**src/dclk_pkg.sv**
```systemverilog
// shared constants, mode enum and status struct for the clock mode controller
package dclk_pkg;
  localparam int PRESCALE_STAGES = 2;
  localparam int DIV_STAGES = 21;
  localparam int STAGE7 = 7;
  localparam int STAGE6 = 6;
  localparam int STATES_PER_CYCLE = 4;
  localparam int MAX_INSTR_CYCLES = 10;
  localparam logic [1:0] STATE_LAST = 2'h3;
  localparam logic [3:0] INSTR_LEN_MIN = 4'h1;
  localparam logic [3:0] INSTR_LEN_MAX = 4'hA;
  localparam logic [1:0] PRESCALE_RESET = 2'h0;
  localparam logic [20:0] DIV_RESET = 21'h00000;
  localparam int WARMUP_BIT = 16;

  typedef enum logic [3:0] {
    DCLK_FAST_RUN_SINGLE = 4'h0,
    DCLK_DOZE_SINGLE = 4'h1,
    DCLK_DEEP_DOZE_SINGLE = 4'h3,
    DCLK_FAST_RUN_DUAL = 4'h2,
    DCLK_DOZE_DUAL = 4'h6,
    DCLK_LOWCLK_RUN_BOTH_OSC = 4'h7,
    DCLK_LOWCLK_DOZE_BOTH = 4'h5,
    DCLK_LOWCLK_RUN_SUB_ONLY = 4'h4,
    DCLK_LOWCLK_DOZE_SUB = 4'hC,
    DCLK_LOWCLK_DEEP_DOZE = 4'hD,
    DCLK_STOP = 4'hF,
    DCLK_WARMUP = 4'hE
  } dclk_mode_t;

  typedef struct packed {
    logic cpu_run;
    logic wdt_run;
    logic periph_run;
    logic tbt_run;
    logic main_osc_on;
    logic sub_osc_on;
    logic sub_pins_port;
    logic dual_mode;
  } dclk_status_t;
endpackage

```
**src/dclk_ctrl.sv**
```systemverilog
// dual oscillator timing generator and operating mode sequencer
`timescale 1ns/1ps
module dclk_ctrl #(
  parameter int DIV_W = dclk_pkg::DIV_STAGES
) (
  input wire logic clk_sys,
  input wire logic rst,
  input wire logic fc_tick,
  input wire logic fs_tick,
  input wire logic cpu_clock_select,
  input wire logic stage7_source_select,
  input wire logic main_osc_enable,
  input wire logic sub_osc_enable,
  input wire logic doze_request,
  input wire logic timing_gen_halt,
  input wire logic [1:0] tick_source_select,
  input wire logic tick_timer_enable,
  input wire logic global_irq_enable,
  input wire logic tick_irq_individual_enable,
  input wire logic wake_irq,
  input wire logic stop_request,
  input wire logic stop_release,
  input wire logic [3:0] instr_cycles,
  input wire logic instr_start,
  output logic main_clk_en,
  output logic [1:0] machine_state,
  output logic cycle_end,
  output logic instr_done,
  output logic [DIV_W-1:0] divider_stages,
  output logic divider_pulse_out,
  output logic tick_irq_latch,
  output logic irq_service,
  output logic resume_next,
  output dclk_pkg::dclk_mode_t mode,
  output dclk_pkg::dclk_status_t status
);
  logic [1:0] prescaler;
  logic [DIV_W-1:0] div_q;
  logic main_sel_slow;
  logic stop_from_fast;
  logic tick_en_at_entry;
  logic tick_prev;
  logic [3:0] cyc_cnt;
  logic [3:0] cyc_len;
  logic busy;
  dclk_pkg::dclk_mode_t next_mode;

  // low-clock modes where the slow oscillator drives the main clock and stage seven
  function automatic logic is_lowclk(input dclk_pkg::dclk_mode_t m);
    return m inside {dclk_pkg::DCLK_LOWCLK_RUN_BOTH_OSC,
                     dclk_pkg::DCLK_LOWCLK_DOZE_BOTH,
                     dclk_pkg::DCLK_LOWCLK_RUN_SUB_ONLY,
                     dclk_pkg::DCLK_LOWCLK_DOZE_SUB,
                     dclk_pkg::DCLK_LOWCLK_DEEP_DOZE};
  endfunction

  function automatic logic is_doze(input dclk_pkg::dclk_mode_t m);
    return m inside {dclk_pkg::DCLK_DOZE_SINGLE, dclk_pkg::DCLK_DOZE_DUAL,
                     dclk_pkg::DCLK_LOWCLK_DOZE_BOTH,
                     dclk_pkg::DCLK_LOWCLK_DOZE_SUB};
  endfunction

  function automatic logic is_deep(input dclk_pkg::dclk_mode_t m);
    return m inside {dclk_pkg::DCLK_DEEP_DOZE_SINGLE,
                     dclk_pkg::DCLK_LOWCLK_DEEP_DOZE};
  endfunction

  wire sub_only = mode inside {dclk_pkg::DCLK_LOWCLK_RUN_SUB_ONLY,
                               dclk_pkg::DCLK_LOWCLK_DOZE_SUB,
                               dclk_pkg::DCLK_LOWCLK_DEEP_DOZE};
  wire halted = (mode == dclk_pkg::DCLK_STOP);
  wire clear_div = halted || (mode == dclk_pkg::DCLK_WARMUP && stop_release)
                   || (stop_request && !halted);
  wire pre_carry = fc_tick && (prescaler == 2'h3);
  wire stage1_in = pre_carry && !sub_only && main_osc_enable;
  // carry out of stage six: falling edge of stage six output
  wire stage6_fall = stage1_in && (&div_q[dclk_pkg::STAGE6-1:0]);
  // warm-up after fast stop forces stage six
  wire warm_fast = (mode == dclk_pkg::DCLK_WARMUP) && stop_from_fast;
  wire stage7_in = is_lowclk(mode) ? fs_tick :
                   warm_fast ? stage6_fall :
                   stage7_source_select ? fs_tick : stage6_fall;

  // ripple counter as carry chain, synchronous form
  logic [DIV_W-1:0] next_div;
  always_comb begin
    logic c;
    c = stage1_in;
    next_div = div_q;
    for (int i = 0; i < DIV_W; i++) begin
      if (i == dclk_pkg::STAGE7 - 1) begin
        c = stage7_in;
      end
      next_div[i] = div_q[i] ^ c;
      c = c && div_q[i];
    end
  end

  always_ff @(posedge clk_sys or posedge rst) begin
    if (rst) begin
      prescaler <= dclk_pkg::PRESCALE_RESET;
      div_q <= '0;
    end else if (clear_div) begin
      prescaler <= dclk_pkg::PRESCALE_RESET;
      div_q <= '0;
    end else begin
      prescaler <= fc_tick ? prescaler + 2'h1 : prescaler;
      div_q <= next_div;
    end
  end

  // falling edge of chosen tick stage
  wire [4:0] tick_idx = 5'(dclk_pkg::STAGE7 + 2 * tick_source_select);
  wire tick_src = div_q[tick_idx];
  wire tick_fall = tick_prev && !tick_src;

  always_comb begin
    next_mode = mode;
    unique case (mode)
      dclk_pkg::DCLK_FAST_RUN_SINGLE, dclk_pkg::DCLK_FAST_RUN_DUAL: begin
        if (stop_request) begin
          next_mode = dclk_pkg::DCLK_STOP;
        end else if (timing_gen_halt) begin
          next_mode = dclk_pkg::DCLK_DEEP_DOZE_SINGLE;
        end else if (doze_request) begin
          next_mode = sub_osc_enable ? dclk_pkg::DCLK_DOZE_DUAL :
                      dclk_pkg::DCLK_DOZE_SINGLE;
        end else if (sub_osc_enable && cpu_clock_select) begin
          next_mode = dclk_pkg::DCLK_LOWCLK_RUN_BOTH_OSC;
        end else begin
          next_mode = sub_osc_enable ? dclk_pkg::DCLK_FAST_RUN_DUAL :
                      dclk_pkg::DCLK_FAST_RUN_SINGLE;
        end
      end
      dclk_pkg::DCLK_DOZE_SINGLE: begin
        if (wake_irq) next_mode = dclk_pkg::DCLK_FAST_RUN_SINGLE;
      end
      dclk_pkg::DCLK_DOZE_DUAL: begin
        if (wake_irq) next_mode = dclk_pkg::DCLK_FAST_RUN_DUAL;
      end
      dclk_pkg::DCLK_LOWCLK_DOZE_BOTH: begin
        if (wake_irq) next_mode = dclk_pkg::DCLK_LOWCLK_RUN_BOTH_OSC;
      end
      dclk_pkg::DCLK_LOWCLK_DOZE_SUB: begin
        if (wake_irq) next_mode = dclk_pkg::DCLK_LOWCLK_RUN_SUB_ONLY;
      end
      // tick edge returns to fast run, or to sub-only low-clock run from low-clock deep doze
      dclk_pkg::DCLK_DEEP_DOZE_SINGLE: begin
        if (tick_fall) next_mode = dclk_pkg::DCLK_FAST_RUN_SINGLE;
      end
      dclk_pkg::DCLK_LOWCLK_DEEP_DOZE: begin
        if (tick_fall) next_mode = dclk_pkg::DCLK_LOWCLK_RUN_SUB_ONLY;
      end
      dclk_pkg::DCLK_LOWCLK_RUN_BOTH_OSC: begin
        if (stop_request) next_mode = dclk_pkg::DCLK_STOP;
        else if (doze_request) next_mode = dclk_pkg::DCLK_LOWCLK_DOZE_BOTH;
        else if (!cpu_clock_select) next_mode = dclk_pkg::DCLK_FAST_RUN_DUAL;
        else if (!main_osc_enable)
          next_mode = dclk_pkg::DCLK_LOWCLK_RUN_SUB_ONLY;
      end
      dclk_pkg::DCLK_LOWCLK_RUN_SUB_ONLY: begin
        if (stop_request) next_mode = dclk_pkg::DCLK_STOP;
        else if (timing_gen_halt) next_mode = dclk_pkg::DCLK_LOWCLK_DEEP_DOZE;
        else if (doze_request) next_mode = dclk_pkg::DCLK_LOWCLK_DOZE_SUB;
        else if (main_osc_enable)
          next_mode = dclk_pkg::DCLK_LOWCLK_RUN_BOTH_OSC;
      end
      dclk_pkg::DCLK_STOP: begin
        if (stop_release) next_mode = dclk_pkg::DCLK_WARMUP;
      end
      dclk_pkg::DCLK_WARMUP: begin
        if (div_q[dclk_pkg::WARMUP_BIT])
          next_mode = stop_from_fast ? dclk_pkg::DCLK_FAST_RUN_SINGLE :
                      dclk_pkg::DCLK_LOWCLK_RUN_SUB_ONLY;
      end
      default: next_mode = dclk_pkg::DCLK_FAST_RUN_SINGLE;
    endcase
  end

  wire enter_stop = stop_request && !halted &&
                    next_mode == dclk_pkg::DCLK_STOP;
  wire enter_deep = !is_deep(mode) && is_deep(next_mode);
  wire leave_deep = is_deep(mode) && !is_deep(next_mode);
  wire leave_doze = is_doze(mode) && !is_doze(next_mode);
  wire next_sel_slow = is_lowclk(next_mode);
  // switch at a slow tick boundary, or at once back to fast with the sub oscillator off; no short pulse
  // oscillator ticks may coincide, so the slow edge alone decides
  wire sel_change_ok = fs_tick || (!sub_osc_enable && !next_sel_slow);
  wire main_tick = main_sel_slow ? fs_tick : fc_tick;
  wire cpu_runs = !is_doze(mode) && !is_deep(mode) && !halted &&
                  mode != dclk_pkg::DCLK_WARMUP;
  wire [3:0] len_in = (instr_cycles < dclk_pkg::INSTR_LEN_MIN) ?
                      dclk_pkg::INSTR_LEN_MIN :
                      (instr_cycles > dclk_pkg::INSTR_LEN_MAX) ?
                      dclk_pkg::INSTR_LEN_MAX : instr_cycles;
  wire last_state = main_tick && cpu_runs &&
                    machine_state == dclk_pkg::STATE_LAST;

  always_ff @(posedge clk_sys or posedge rst) begin
    if (rst) begin
      mode <= dclk_pkg::DCLK_FAST_RUN_SINGLE;
      main_sel_slow <= 1'b0;
      stop_from_fast <= 1'b1;
      tick_en_at_entry <= 1'b0;
      tick_prev <= 1'b0;
    end else begin
      mode <= next_mode;
      tick_prev <= tick_src;
      if (main_sel_slow != next_sel_slow && sel_change_ok)
        main_sel_slow <= next_sel_slow;
      if (enter_stop) stop_from_fast <= !is_lowclk(mode);
      if (enter_deep) tick_en_at_entry <= tick_timer_enable;
    end
  end

  // instruction of one to ten cycles
  always_ff @(posedge clk_sys or posedge rst) begin
    if (rst) begin
      machine_state <= 2'h0;
      cycle_end <= 1'b0;
      cyc_cnt <= 4'h0;
      cyc_len <= dclk_pkg::INSTR_LEN_MIN;
      busy <= 1'b0;
      instr_done <= 1'b0;
      main_clk_en <= 1'b0;
    end else begin
      main_clk_en <= main_tick && cpu_runs;
      cycle_end <= last_state;
      instr_done <= 1'b0;
      if (main_tick && cpu_runs) machine_state <= machine_state + 2'h1;
      if (instr_start && !busy) begin
        busy <= 1'b1;
        cyc_len <= len_in;
        cyc_cnt <= 4'h0;
      end else if (busy && last_state) begin
        if (cyc_cnt + 4'h1 == cyc_len) begin
          busy <= 1'b0;
          instr_done <= 1'b1;
        end
        cyc_cnt <= cyc_cnt + 4'h1;
      end
    end
  end

  always_ff @(posedge clk_sys or posedge rst) begin
    if (rst) begin
      tick_irq_latch <= 1'b0;
      irq_service <= 1'b0;
      resume_next <= 1'b0;
      divider_pulse_out <= 1'b0;
      divider_stages <= '0;
      status <= '0;
    end else begin
      irq_service <= leave_doze && global_irq_enable;
      resume_next <= leave_doze && !global_irq_enable;
      // set wins over the ack from the irq controller via wake_irq
      if (leave_deep && tick_en_at_entry) tick_irq_latch <= 1'b1;
      else if (wake_irq && irq_service) tick_irq_latch <= 1'b0;
      // deep-doze tick irq needs all three enables
      if (leave_deep) irq_service <= global_irq_enable &&
                                     tick_irq_individual_enable &&
                                     tick_timer_enable;
      divider_pulse_out <= div_q[dclk_pkg::STAGE7];
      divider_stages <= div_q;
      status.cpu_run <= cpu_runs;
      status.wdt_run <= cpu_runs;
      // deep doze keeps only tick timer
      status.periph_run <= !is_deep(next_mode) && !halted;
      status.tbt_run <= !halted;
      status.main_osc_on <= !sub_only && !halted;
      status.sub_osc_on <= sub_osc_enable && !halted;
      status.sub_pins_port <= !sub_osc_enable;
      status.dual_mode <= sub_osc_enable;
    end
  end
endmodule

```
**config.mk**
```make
export PLATFORM = sky130hd
export DESIGN_NAME = dclk_ctrl
export DESIGN_NICKNAME = d
export VERILOG_FILES = /design/src/dclk_pkg.sv /design/src/dclk_ctrl.sv
export SDC_FILE = /design/constraint.sdc
export NUM_CORES = 1
export LEC_CHECK = 0
export CORE_UTILIZATION = 50
export CTS_CLUSTER_DIAMETER = 80
export DETAILED_ROUTE_END_ITERATION = 6
export DONT_BUFFER_PORTS = 1
export SLEW_MARGIN = 20
export SYNTH_ARGS = -nofsm -noshare
export SYNTH_HDL_FRONTEND = slang
export SYNTH_SLANG_ARGS = --single-unit
```
**constraint.sdc**
```tcl
create_clock -name clk_sys -period 6.5 [get_ports clk_sys]
set_input_delay 0.325 -clock clk_sys [delete_from_list [all_inputs] [get_ports clk_sys]]
set_output_delay 0.325 -clock clk_sys [all_outputs]
set_load 0.05 [all_outputs]
```
==> summary.txt <==
Die
  • Die H: ~86 um
  • Ports: 65
  • DIE AREA: about 7400 um2
  • Core area: roughly 6800 um2
  • Die X: approximately 86 um
  • Starting Density: ~52%
  • Rows: 30

Clock tree
  • Clock Tree Root: clkbuf_8
  • Post_cts resized: 0
  • Clock Pin Slew Worst Setup and Hold Paths: 80 ps
  • Max clock buf depth: 2
  • CTS Buf Count: 9
  • TritonCTS clock tree: built
  • Clock latency on the worst-skew pair: between 300 and 400 ps
  • H-tree depth: 3
  • TritonCTS Sinks: 76

Setup path
  • Data arrival, critical path: 4790 ps
  • CP most frequent cell: ha_1
  • Flop2flop setup slack: between 1500 and 2000 ps
  • Cells along the critical path: nor2b_1 > nand2_1 > nand2_1 > o2bb2ai_1 > a21oi_1 > mux2_2 > ha_1 > ha_1 > ha_1 > ha_1 > ha_1 > ha_1 > ha_1 > ha_1 > ha_1 > ha_1 > ha_1 > ha_1 > ha_1 > ha_1 > xnor2_1 > nor3_1
  • CP startpoint kind: flip-flop
  • Crit Path Class: flip-flop to flip-flop
  • Critical path peak fanout: 25
  • Worst EP required: between 6000 and 7000 ps
  • Slowest stage delay, CP: between 600 and 700 ps
  • Critical Path Sink Type: flip-flop
  • Critical Path Start: mode[2]$_DFF_PP0_
  • Slowest cell on crit path: dfrtp_2
  • R2R Path Start: mode[2]$_DFF_PP0_

Synthesis
  • Async SR Flop Fraction: 100.0%
  • Avg Cell Area, Syn: ~12 um2
  • Largest area contributor in the netlist: dfrtp_1
  • Number of synthesis warnings: 0
  • Post-synthesis sequential area ratio: approximately 54%
  • Seq cells post-synth: 76
  • Top FF cell, synth: dfrtp_1
  • Count of cell types in the netlist: 60
  • Synth Instances: a little over 300
  • Synthesized area: 3542 um2
  • EDFF count, synth: 0
  • Synth top area cells: dfrtp_1 52%, ha_1 8.1%, and2_1 3.9%, nand2_1 2.3%, o21ai_0 2.3%
  • Synth top area share: between 50% and 60%
  • Net Count, Synth: about 350

Final layout
  • Share of post-route cells with drive strength above 1: around an eighth
  • Finished Layout Cells: ~410
  • Area Growth Syn to Fin: 7.347%
  • Nets: approximately 350
  • N_diodes: 0

STA
  • Peak Freq: about 220 MHz
  • Max-slew headroom at the worst pin: a little under two fifths
  • Final Cycle Share: a little over two thirds
  • Max-slew violation count: 0
  • Clk_skew: ~12 ps
  • Setup TNS: 0 ps
  • Finish-stage setup viols: 0
  • Min cycle time layout: approximately 4600 ps
  • Worst Tran Pin Value: ~940 ps
  • Hold Violations, Final: 0
  • Unrepaired setup endpoints after global routing: false

Global route
  • Antenna violations before repair: 0
  • Largest net degree at the start of global routing: 77
  • Vias in the first global route: between 2000 and 2500
  • GRT Overall Usage: a little under a fifth
  • Total congestion overflow: 0
  • Global-route wire length before repair: between 10000 and 15000 um

Routing
  • Routed vias: ~2200
  • Drt initial violations: about 160
  • Vias per cell: about 5.4
  • WL final: 6408 um
  • Routed Antenna Nets: 0
  • Pre-Repair DR Iteration Count: 4
  • Routed WL per cell: around 16 um
  • DRC: 0

Placed design
  • Post-DP HPWL: 4362 um
  • Count of input and output buffers: 0
  • GPL Wtd Cong: approximately 0.8
  • Dpl cells: 392

Power and ir drop
  • Total power: about 1.7 mW
  • Peak VDD IR: between 0.15 and 0.2 mV
  • PwrDens: about 440 nW/um2
  • Leakage: roughly 1.9 nW

Status
  • Status: complete, no violations

Min path
  • Hold Startpoint: stop_request
  • Hold WC Path Type: input port to flip-flop

Flow run
  • MaxCap Viol Count: 0
[worst max-delay path: cells and delay by family, from the launching register on]
kind,cells,cell delay [ps]
AOI/OAI and AO/OA,2,270
xor gates and xnor gates,1,150
adders and majority gates,14,2530
DFF,1,660
muxes,1,360
and+or+nand+nor,4,450
[repair_timing]
| item | 4_1_cts | 5_1_grt |
|---|---|---|
| hold endpoints to repair | 1 | 0 |
| setup endpoints to repair | 0 | 0 |
| hold buffers | 1 | 0 |
| buffers inserted | 0 | 0 |
[path summary, 6_finish.rpt]
kind,end,cells after the start
max in group asynchronous,mode[2]$_DFF_PP0_,2
worst min-delay path,div_q[20]$_DFF_PP0_,1
worst min register to register,divider_stages[14]$_DFF_PP0_,0
worst max register to register,div_q[20]$_DFF_PP0_,22
min in group asynchronous,divider_stages[8]$_DFF_PP0_,2
worst max-delay path,div_q[20]$_DFF_PP0_,22
[cell usage in the layout (no fill, tap or decap), types with 2 or more instances in the layout]
cell        instances
nand3_1            11
mux2_2              5
a31oi_1             2
xor2_1              4
nand2_1            22
o21ai_0            16
clkinvlp_4          2
o22ai_1             2
a22oi_1             2
a21oi_1             5
and4_1              2
mux2i_1             2
nand2b_1           11
mux4_1              2
buf_4               4
and2_1             22
xnor2_1             7
nand4_1             2
dfrtp_1            73
nor3_1              9
clkbuf_8           12
nor2b_1             4
ha_1               23
nand3b_1            2
inv_1              10
or3_1               2
nor2_1             17
dfstp_2             2
[routing by layer]
layer / share of wire, % / vias to the layer above / track usage, % / wire length, um
met2: 46 / 61 / 28.14 / 2957
met5: 0 / - / 0 / 0
met4: 2.0 / 0 / 7.879 / 129
li1: - / 1069 / - / -
met1: 45 / 1060 / 25.52 / 2883
met3: 6.8 / 12 / 6.667 / 438
[kinds of logic (layout without fill, tap and decap cells)]
family,after synthesis,after routing,share of synthesized area [%]
fa+ha+maj,23,23,8.124
buf+inv,25,31,4.345
mux,10,10,4.062
simple gates,114,114,17.41
compound gates,47,47,9.573
flops,76,76,53.76
xor+xnor,11,11,2.720
[cells in the mapped netlist, drive strengths merged, types with 6 or more instances]
master and count:
mux2 6, o21ai 16, ha 23, nor3 9, dfrtp 74, and2 23, xnor2 7, inv 11
clkbuf 10, nor2 17, nand2b 11, nand2 22, nand3 11
[final cells by class]
| type | count | area [um2] |
|---|---|---|
| inverters | 11 | 42.54 |
| clock inverters | 3 | 45.04 |
| flip-flops and latches | 76 | 1906 |
| multi-input cells | 205 | 1484 |
| fillers | 605 | 3029 |
| well taps | 96 | 120.1 |
| clock buffers | 12 | 165.2 |
| repair buffers | 5 | 40.04 |
[state kept, by name (all words and copies together), names as in the netlist, 2 cells and up]
| register | cells |
|---|---|
| prescaler | 2 |
| cyc_len | 4 |
| cyc_cnt | 4 |
| mode | 4 |
| div_q | 21 |
| divider_stages | 21 |
| status | 7 |
| machine_state | 2 |
[power breakdown]
group	internal, mW	switching (mW)
clock	0.207	0.166
combinational	0.237	0.320
sequential	0.555	0.206
total	0.998	0.692
[stage by stage]
step	hold slack [ps]	util, %	setup WS [ps]	area, um2
after global placement	356.7	52.42	1685	3581
after global routing	15.78	55.66	1611	3802
after CTS	20.02	55.64	1534	3801
after floorplan	356.4	-	1942	3542
after detailed placement	356.7	52.42	1568	3581
final	39.37	55.66	1917	3802
(Power assumes the default switching activity.)
